## src/inc/dcm_map.svh

```systemverilog
// register offsets, field positions, reset values and timing counts
`ifndef DCM_MAP_SVH
`define DCM_MAP_SVH

`define DCM_OFF_CTRL_SUP   8'h00
`define DCM_OFF_CTRL_DSP   8'h04
`define DCM_OFF_RESULT     8'h08
`define DCM_OFF_CORE_SEL   8'h0c
`define DCM_OFF_IRQ_STAT   8'h10
`define DCM_OFF_IRQ_MASK   8'h14

`define DCM_SEL_LSB        4
`define DCM_SEL_MSB        5
`define DCM_LOCK_MSB       2
`define DCM_SEL_DISABLE    2'h3
`define DCM_SEL_RESET      2'h3
`define DCM_RESULT_RESET   16'h0000
`define DCM_COUNT_MAX      16'hffff

`define DCM_REF_CLK_HZ     32768
`define DCM_WINDOW_EXP     9
`define DCM_WINDOW_LAST    10'h1ff

`endif

```

## src/inc/dcm_pkg.sv

```systemverilog
// types shared by the decoder clock measurement unit
package dcm_pkg;
	typedef logic [1:0] dcm_sel_t;
	typedef enum logic {DCM_IDLE, DCM_MEASURE} dcm_state_t;
endpackage

```

## src/core/dcm_top.sv

```systemverilog
// decoder clock measurement unit with apb register slave
`include "dcm_map.svh"

module dcm_top
(
	// clock and reset
	input  wire logic          ref_clk,
	input  wire logic          reset_n,
	// apb slave
	input  wire logic [7:0]    paddr,
	input  wire logic          psel,
	input  wire logic          penable,
	input  wire logic          pwrite,
	input  wire logic [31:0]   pwdata,
	input  wire logic [3:0]    pstrb,
	output logic      [31:0]   prdata,
	output logic               pready,
	output logic               pslverr,
	// decoder side
	input  wire logic [2:0]    dec_sync_bit,
	input  wire logic [2:0]    dec_locked,
	// 32kHz reference, asynchronous pin
	input  wire logic          ref_32k,
	// interrupt
	output logic               irq
);
	import dcm_pkg::*;

	// reference synchroniser and edge detect
	logic       ref_s1_r;
	logic       ref_s2_r;
	logic       ref_s3_r;
	logic       ref_stable_r;
	logic       ref_stable_nxt;
	logic       ref_rise;

	// registers
	dcm_pkg::dcm_sel_t sel_sup_r;
	dcm_pkg::dcm_sel_t sel_sup_nxt;
	dcm_pkg::dcm_sel_t sel_dsp_r;
	dcm_pkg::dcm_sel_t sel_dsp_nxt;
	logic              core_sel_r;
	logic              core_sel_nxt;
	logic              irq_stat_r;
	logic              irq_stat_nxt;
	logic              irq_mask_r;
	logic              irq_mask_nxt;
	logic [31:0]       prdata_r;
	logic [31:0]       prdata_nxt;
	logic              pready_r;
	logic              pready_nxt;
	logic              pslverr_r;
	logic              pslverr_nxt;
	logic              irq_r;
	logic              irq_nxt;

	// measurement
	dcm_pkg::dcm_state_t state_r;
	dcm_pkg::dcm_state_t state_nxt;
	logic [9:0]          ref_cnt_r;
	logic [9:0]          ref_cnt_nxt;
	logic [15:0]         sync_cnt_r;
	logic [15:0]         sync_cnt_nxt;
	logic [15:0]         result_r;
	logic [15:0]         result_nxt;
	dcm_pkg::dcm_sel_t   chan_r;
	dcm_pkg::dcm_sel_t   chan_nxt;
	logic                meas_done;

	// bus decode
	logic              wr_fire;
	logic              lane0;
	logic              start_req;
	dcm_pkg::dcm_sel_t wr_sel;
	logic [7:0]        ctrl_sup_rd;
	logic [7:0]        ctrl_dsp_rd;

	// the first stage feeds only the second, the change counts once 2 and 3 agree
	always_comb
	begin
		ref_stable_nxt = ref_stable_r;
		if (ref_s2_r == ref_s3_r)
		begin
			ref_stable_nxt = ref_s2_r;
		end
		ref_rise = ref_s2_r & ref_s3_r & ~ref_stable_r;
	end

	always_ff @(posedge ref_clk or negedge reset_n)
	begin
		if (!reset_n)
		begin
			ref_s1_r     <= 1'b0;
			ref_s2_r     <= 1'b0;
			ref_s3_r     <= 1'b0;
			ref_stable_r <= 1'b0;
		end
		else
		begin
			ref_s1_r     <= ref_32k;
			ref_s2_r     <= ref_s1_r;
			ref_s3_r     <= ref_s2_r;
			ref_stable_r <= ref_stable_nxt;
		end
	end

	// register readback images, reserved bits 3 and 7:6 are zero
	assign ctrl_sup_rd = {2'h0, sel_sup_r, 1'b0, dec_locked};
	assign ctrl_dsp_rd = {2'h0, sel_dsp_r, 1'b0, dec_locked};

	// write takes effect in the access cycle; pready is high there already
	assign wr_fire = psel & penable & pready_r & pwrite;
	assign lane0   = pstrb[0];
	assign wr_sel  = pwdata[`DCM_SEL_MSB:`DCM_SEL_LSB];

	// only a write to the copy picked by core select may start a window
	always_comb
	begin
		start_req = 1'b0;
		if (wr_fire && lane0 && wr_sel != `DCM_SEL_DISABLE)
		begin
			if (!core_sel_r && paddr == `DCM_OFF_CTRL_SUP)
			begin
				start_req = 1'b1;
			end
			if (core_sel_r && paddr == `DCM_OFF_CTRL_DSP)
			begin
				start_req = 1'b1;
			end
		end
	end

	always_comb
	begin
		sel_sup_nxt  = sel_sup_r;
		sel_dsp_nxt  = sel_dsp_r;
		core_sel_nxt = core_sel_r;
		irq_mask_nxt = irq_mask_r;
		irq_stat_nxt = irq_stat_r;
		prdata_nxt   = prdata_r;
		pready_nxt   = 1'b0;
		pslverr_nxt  = 1'b0;
		// level output trails the status bit by one cycle so irq stays a flop
		irq_nxt      = irq_stat_r & irq_mask_r;
		// both copies store every write with pstrb[0] set, whichever drives the hardware
		if (wr_fire && lane0)
		begin
			case (paddr)
				`DCM_OFF_CTRL_SUP: sel_sup_nxt  = wr_sel;
				`DCM_OFF_CTRL_DSP: sel_dsp_nxt  = wr_sel;
				`DCM_OFF_CORE_SEL: core_sel_nxt = pwdata[0];
				`DCM_OFF_IRQ_MASK: irq_mask_nxt = pwdata[0];
				`DCM_OFF_IRQ_STAT: irq_stat_nxt = irq_stat_r & ~pwdata[0];
				default:           irq_stat_nxt = irq_stat_r;
			endcase
		end
		// a completing window beats a same-cycle clear
		if (meas_done)
		begin
			irq_stat_nxt = 1'b1;
		end
		// setup cycle: answer ready in the access phase with no wait state
		if (psel && !penable)
		begin
			pready_nxt = 1'b1;
			prdata_nxt = 32'h0000_0000;
			case (paddr)
				`DCM_OFF_CTRL_SUP: prdata_nxt[7:0]  = ctrl_sup_rd;
				`DCM_OFF_CTRL_DSP: prdata_nxt[7:0]  = ctrl_dsp_rd;
				`DCM_OFF_RESULT:   prdata_nxt[15:0] = result_r;
				`DCM_OFF_CORE_SEL: prdata_nxt[0]    = core_sel_r;
				`DCM_OFF_IRQ_STAT: prdata_nxt[0]    = irq_stat_r;
				`DCM_OFF_IRQ_MASK: prdata_nxt[0]    = irq_mask_r;
				default:           pslverr_nxt      = 1'b1;
			endcase
			// the result is read-only; writing it is an error
			if (pwrite && paddr == `DCM_OFF_RESULT)
			begin
				pslverr_nxt = 1'b1;
			end
		end
	end

	always_ff @(posedge ref_clk or negedge reset_n)
	begin
		if (!reset_n)
		begin
			sel_sup_r  <= `DCM_SEL_RESET;
			sel_dsp_r  <= `DCM_SEL_RESET;
			core_sel_r <= 1'b0;
			irq_mask_r <= 1'b0;
			irq_stat_r <= 1'b0;
			prdata_r   <= 32'h0000_0000;
			pready_r   <= 1'b0;
			pslverr_r  <= 1'b0;
			irq_r      <= 1'b0;
		end
		else
		begin
			sel_sup_r  <= sel_sup_nxt;
			sel_dsp_r  <= sel_dsp_nxt;
			core_sel_r <= core_sel_nxt;
			irq_mask_r <= irq_mask_nxt;
			irq_stat_r <= irq_stat_nxt;
			prdata_r   <= prdata_nxt;
			pready_r   <= pready_nxt;
			pslverr_r  <= pslverr_nxt;
			irq_r      <= irq_nxt;
		end
	end

	// measurement window; a new request restarts a running one
	always_comb
	begin
		state_nxt    = state_r;
		ref_cnt_nxt  = ref_cnt_r;
		sync_cnt_nxt = sync_cnt_r;
		result_nxt   = result_r;
		chan_nxt     = chan_r;
		meas_done    = 1'b0;
		case (state_r)
			DCM_IDLE:
			begin
				// idle keeps the last result for software to poll
				state_nxt = DCM_IDLE;
			end
			DCM_MEASURE:
			begin
				// no guard on a silent decoder: the count simply stays zero
				if (dec_sync_bit[chan_r] && sync_cnt_r != `DCM_COUNT_MAX)
				begin
					sync_cnt_nxt = sync_cnt_r + 16'h0001;
				end
				if (ref_rise)
				begin
					ref_cnt_nxt = ref_cnt_r + 10'h001;
					if (ref_cnt_r == `DCM_WINDOW_LAST)
					begin
						state_nxt  = DCM_IDLE;
						result_nxt = sync_cnt_nxt;
						meas_done  = 1'b1;
					end
				end
			end
			default:
			begin
				state_nxt = DCM_IDLE;
			end
		endcase
		// a start in the window's last cycle wins and drops that count
		if (start_req)
		begin
			state_nxt    = DCM_MEASURE;
			chan_nxt     = wr_sel;
			ref_cnt_nxt  = 10'h000;
			sync_cnt_nxt = 16'h0000;
			result_nxt   = `DCM_RESULT_RESET;
			meas_done    = 1'b0;
		end
	end

	always_ff @(posedge ref_clk or negedge reset_n)
	begin
		if (!reset_n)
		begin
			state_r    <= DCM_IDLE;
			ref_cnt_r  <= 10'h000;
			sync_cnt_r <= 16'h0000;
			result_r   <= `DCM_RESULT_RESET;
			chan_r     <= 2'h0;
		end
		else
		begin
			state_r    <= state_nxt;
			ref_cnt_r  <= ref_cnt_nxt;
			sync_cnt_r <= sync_cnt_nxt;
			result_r   <= result_nxt;
			chan_r     <= chan_nxt;
		end
	end

	assign prdata  = prdata_r;
	assign pready  = pready_r;
	assign pslverr = pslverr_r;
	assign irq     = irq_r;
endmodule

```

## config.mk

```make
export PLATFORM = sky130hd
export DESIGN_NAME = dcm_top
export DESIGN_NICKNAME = d
export VERILOG_FILES = /design/src/inc/dcm_pkg.sv /design/src/core/dcm_top.sv
export VERILOG_INCLUDE_DIRS = /design/src /design/src/inc
export SDC_FILE = /design/constraint.sdc
export NUM_CORES = 1
export LEC_CHECK = 0
export ABC_CLOCK_PERIOD_IN_PS = 3100
export CAP_MARGIN = 20
export CORE_MARGIN = 1
export CORE_UTILIZATION = 50
export DETAILED_ROUTE_END_ITERATION = 16
export DONT_BUFFER_PORTS = 1
export HOLD_SLACK_MARGIN = 0.08
export PLACE_DENSITY = 0.7
export SETUP_SLACK_MARGIN = 0.02
export SLEW_MARGIN = 10
export SYNTH_ARGS = -nofsm -noshare
export SYNTH_HDL_FRONTEND = slang
export SYNTH_SLANG_ARGS = --single-unit
```

## constraint.sdc

```tcl
create_clock -name ref_clk -period 3.1 [get_ports ref_clk]
set_input_delay 0.62 -clock ref_clk [delete_from_list [all_inputs] [get_ports ref_clk]]
set_output_delay 0.62 -clock ref_clk [all_outputs]
set_load 0.01 [all_outputs]
```

==> Yosys cells after proc, flatten, opt, wreduce, memory -nomap -nowiden <==
Cells that the tools add are included.
{ "classes": {"reduce_logical": 24, "n_lt_le_gt_ge": 1, "bitwise": 10, "eq_ne": 9, "add_sub_neg": 2, "mux": 33} }
{ "ops": {"columns": ["op", "count"], "rows": [
  ["$mux 16", 7],
  ["$mux 10", 3],
  ["$pmux 7 s3", 1],
  ["$mux 1", 18],
  ["$add 16x1->16 const B", 1],
  ["$eq 8x4->1 const B", 2],
  ["$eq 8x5->1 const B", 2],
  ["$ne 16x16->1 const B", 1],
  ["$reduce_and 2->1", 6],
  ["$add 10x1->10 const B", 1],
  ["$eq 10x9->1 const B", 1],
  ["$reduce_bool 2->1", 5],
  ["$eq 8x3->1 const B", 1],
  ["$logic_not 8->1", 1],
  ["$mux 8", 1],
  ["$and 1x1->1", 7],
  ["$logic_and 1x1->1", 7],
  ["$reduce_or 6->1", 1],
  ["$pmux 1 s5", 1],
  ["$lt 2x3->1 const B", 1],
  ["$not 1->1", 3],
  ["$reduce_and 3->1", 1],
  ["$bmux 1 s2", 1],
  ["$logic_not 1->1", 2],
  ["other kinds (4)", 4]
]} }
{ "totals": {"regBits": 75, "out_inout_bits": 35, "elab_cells": 97, "in_bits": 56} }

==> Logic depth before layout (Yosys ltp) <==
{ "depth": {"ltp_word": 9, "depth_mapped": 8, "mapped_depth_nobuf": 6} }

==> Worst setup path before layout <==
OpenSTA, ideal clock, no wires.
{ "synth_path": {"path_kind": "input port to flip-flop", "start": "in paddr[1]", "end": "reg core_sel_r", "arrival_ns": 2.200, "n_path_buf": 0, "cell_stages": 4, "setup_time_ns": 0.125, "t_required_ns": 2.975, "path_slack_ns": 0.775, "path_cell_list": "or4_4 -> or3_4 -> or3_1 -> mux2_4"} }
{ "synth_via": {"elab_chain_len": 2} }
{ "synth_lines": {"columns": ["element", "line", "text"], "rows": [
  ["start, declared", "dcm_top.sv:10", "input wire logic [7:0] paddr,"],
  ["$eq 8x4->1", "dcm_top.sv:148", "case (paddr)"],
  ["$reduce_and 2->1 (no line)", null, null],
  ["end signal, assigned", "dcm_top.sv:202", "core_sel_r <= core_sel_nxt;"],
  ["end, declared", "dcm_top.sv:42", "logic core_sel_r;"]
]} }
Every way passes these cells.
A chain may end at the register's enable or synchronous reset.

==> Final worst setup path <==
{ "layout_path": {"start": "reg sync_cnt_r[0]", "end": "reg result_r[1]"} }
{ "layout_via": {"elab_chain_len": 7, "word_cells_on_any_way": 8, "cone_classes": "add/sub: 1; eq/ne: 1; mux: 5; reduce/logical: 1"} }
{ "layout_lines": {"columns": ["element", "line", "text"], "rows": [
  ["start, declared", "dcm_top.sv:62", "logic [15:0] sync_cnt_r;"],
  ["start signal, assigned", "dcm_top.sv:276", "sync_cnt_r <= sync_cnt_nxt;"],
  ["branches (longest 2 deep; another with $add 16x1->16)", null, null],
  ["$mux 16 (*)", "dcm_top.sv:230", "if (dec_sync_bit[chan_r] && sync_cnt_r != `DCM_COUNT_MAX)"],
  ["$mux 16 (*)", "dcm_top.sv:237", "if (ref_cnt_r == `DCM_WINDOW_LAST)"],
  ["$mux 16 (*)", "dcm_top.sv:234", "if (ref_rise)"],
  ["$mux 16 (*)", "dcm_top.sv:221", "case (state_r)"],
  ["$mux 16 (*)", "dcm_top.sv:251", "if (start_req)"],
  ["end signal, assigned", "dcm_top.sv:269", "result_r <= `DCM_RESULT_RESET;"],
  ["end signal, assigned", "dcm_top.sv:277", "result_r <= result_nxt;"],
  ["end, declared", "dcm_top.sv:64", "logic [15:0] result_r;"]
]} }
Mark *: on every way between the ends. The select of a mux whose other input is x is not followed.

==> flow_summary.toml <==
[worst_setup_path]
path_max_fanout = 19
crit_family = "simple AND/OR/NAND/NOR gates"
cp-end-kind = "flip-flop"
critPathLaunchType = "flip-flop"
slowest_delay_ns = 0.78
required_ns = 3.33
worst-setup-path-type = "flip-flop to flip-flop"
crit_chain = "ha_1, nand4_1, or4_1, nand2_1, mux2i_1, a21oi_1"
worst-endpoint-arrival_ns = 2.68
critPathLaunch = "sync_cnt_r[0]"
crit_buf_inv = 0
slowest_stage = "or4_1"
timing.rr.start = "sync_cnt_r[0]"

[cts]
cts_inserted_buffers = 9
cts_buffer_depth = 2
clk_latency_ns = 0.35
h-tree-depth = 3
clkTransAtPathRegs_ns = 0.09
cts_resized = 0
root_buffer = "clkbuf_8"
clock-sinks = 75
cts_tree = "built"

[synth]
synth.largest_area_cell = "dfrtp_1"
seq_area_frac_synth_pct = 49.1
ys_warn_count = 0
yosysMostFrequentCell = "dfrtp_1"
synth_common_cells = "dfrtp_1, nand2_1, nor2_1, o21ai_0, xor2_1"
synthMuxAreaShare_pct = 4.25
yosys.area_share.simple_pct = 22.3
synth_xor_area_share_pct = 7.09
syn_inst = 404
ys.flop_type = "dfrtp_1"
synth_cell_types = 48
synth_edf_count = 0
ys_ff_latch = 75
synth_area_mm2 = 0.00383
synth_area_leaders = "dfrtp_1, nand2_1, xor2_1"
synth-adder-area-share_pct = 0.980
synth_top_family_by_area = "simple AND/OR/NAND/NOR gates"
synth_top_area_share_pct = 46.4
synth_compound_area_share_pct = 10.2
avgSynthCellArea_um2 = 9.48
ys_async_sr_fraction_pct = 100

[die]
initial_utilization_pct = 52.2
die_x_um = 89.5
die_h_um = 89.5
rows = 31
core_area_mm2 = 0.00733
dieArea_mm2 = 0.00801
ios = 91

[sta]
setup_viol = 0
fin_crit_sh_pct = 79.1
rsz0062_at_grt = "no"
skew_ns = 0.0140
period_minus_slack_ns = 2.45
fin_ws_ns = 0.648
max_clock_freq_mhz = 408
slew_headroom_pct = 56.5
worstMarginPinSlew_ns = 0.653
hold_viol = 0
tns_ns = 0
finalMaxSlewViolations = 0

[job]
drv_cap = 0

[route]
drt-total-wl_um = 7510
wire_per_inst_um = 14.8
firstDrtPassIters = 4
postRouteAntennaNets = 0
drtIter0Drc = 142
avgViaCountPerCell = 5.57
drcViolationCount = 0
vias = 2825

[run_status]
status = "finished clean"

[final_layout]
nNetsFinal = 462
n_antenna_cell = 0
syn_to_final_growth_pct = 6.66
drive_above_1_share_pct = 9.80
fin_util_pct = 55.7
stdcell_area_mm2 = 0.00409

[power]
powerDensity_mw_per_mm2 = 618
peakVddDrop_mv = 0.303
leakagePower_nw = 1.74

[place]
dp_slack_ns = 0.578
dpl_cell_area_mm2 = 0.00386
io_buffers = 0
dp.final_hpwl_um = 5230
gp_congestion = 0.869

[global_route]
gr-usage-all-layers_pct = 20.9
grt_pass1_wl_um = 12700
grt_max_degree = 72
grt_overflow = 0
grt_antenna_before_repair = 0
first_global_vias = 2775

[hold_path]
hold_path_class = "input port to asynchronous set/reset pin"
-- flip-flops by register name, summed over array words and instances, names as in the netlist, 2 cells and up --
name	flops
chan_r	2
sel_dsp_r	2
result_r	16
sel_sup_r	2
sync_cnt_r	16
ref_cnt_r	10
prdata	16
-- layout make-up --
type	instances	area (um2)
clock buffers	11	131
inverters	5	18.8
fillers	646	3250
multi-input cells	303	1780
flip-flops and latches	75	1880
clock inverters	5	62.6
well taps	99	124
repair buffers	9	87.6
-- final timing paths --
kind	to	slack, ns	cells past startpoint
max	result_r[1]	0.65	6
min	sel_dsp_r[0]	0.10	0
max reg2reg	result_r[1]	0.65	6
min reg2reg	ref_s2_r	0.36	0
max in group asynchronous	ref_cnt_r[8]	2.66	1
min in group ref_clk	ref_s1_r	0.29	0
-- layer usage --
| metal | routed length, um | vias to the layer above | global-route usage (%) |
|---|---|---|---|
| met5 | 0 | - | 0 |
| met3 | 433 | 13 | 3.69 |
| met1 | 3540 | 1342 | 27.7 |
| met4 | 120 | 0 | 8.51 |
| met2 | 3420 | 88 | 34.1 |
| li1 | - | 1382 | - |
-- what timing repair did --
action / CTS / global route
hold buffers: 1 / 0
endpoints found under the hold margin: 71 / 0
setup buffers: 0 / 0
-- through the flow --
step                      hold WS, ns  total power, mW  instances
after floorplan                 0.324             1.66        419
after global placement          0.326             1.74        490
after detailed placement        0.326             1.76        490
after CTS                      0.0933             2.54        507
after global routing           0.0889             2.67        507
final                           0.102             2.53        507
-- worst register-to-register path, cell delays in order, from the launching register on --
cell and delay (ns):
dfrtp_1 0.45, ha_1 0.26, nand4_1 0.23, or4_1 0.78, nand2_1 0.24, mux2i_1 0.27
a21oi_1 0.10
-- layout by cell type (no fill, tap or decap), types with 5 or more instances in the layout --
master / count
mux2_2: 6
xnor2_1: 8
conb_1: 16
nand2_1: 58
or3_1: 5
inv_1: 5
a21oi_1: 20
xor2_1: 23
and3_1: 6
nor4_1: 5
buf_4: 8
nand3_1: 22
nand4_1: 15
mux2i_1: 8
and2_1: 5
o21ai_0: 29
nor2_1: 34
clkbuf_8: 9
dfrtp_1: 71
nor3_1: 6
-- report_power, final --
group          switching [mW]  internal, mW  total [mW]
Sequential              0.164          1.14        1.30
Clock                   0.374         0.377       0.751
Combinational           0.272         0.200       0.472
Total                   0.809          1.72        2.53
-- kinds of logic after synthesis --
family,Yosys count
and+or+nand+nor,171
other,1
DFF,75
AOI/OAI and AO/OA,67
buffers and inverters,41
adders and majority gates,3
xor gates and xnor gates,31
muxes,15
No activity file was read; power rests on OpenSTA's default activity.
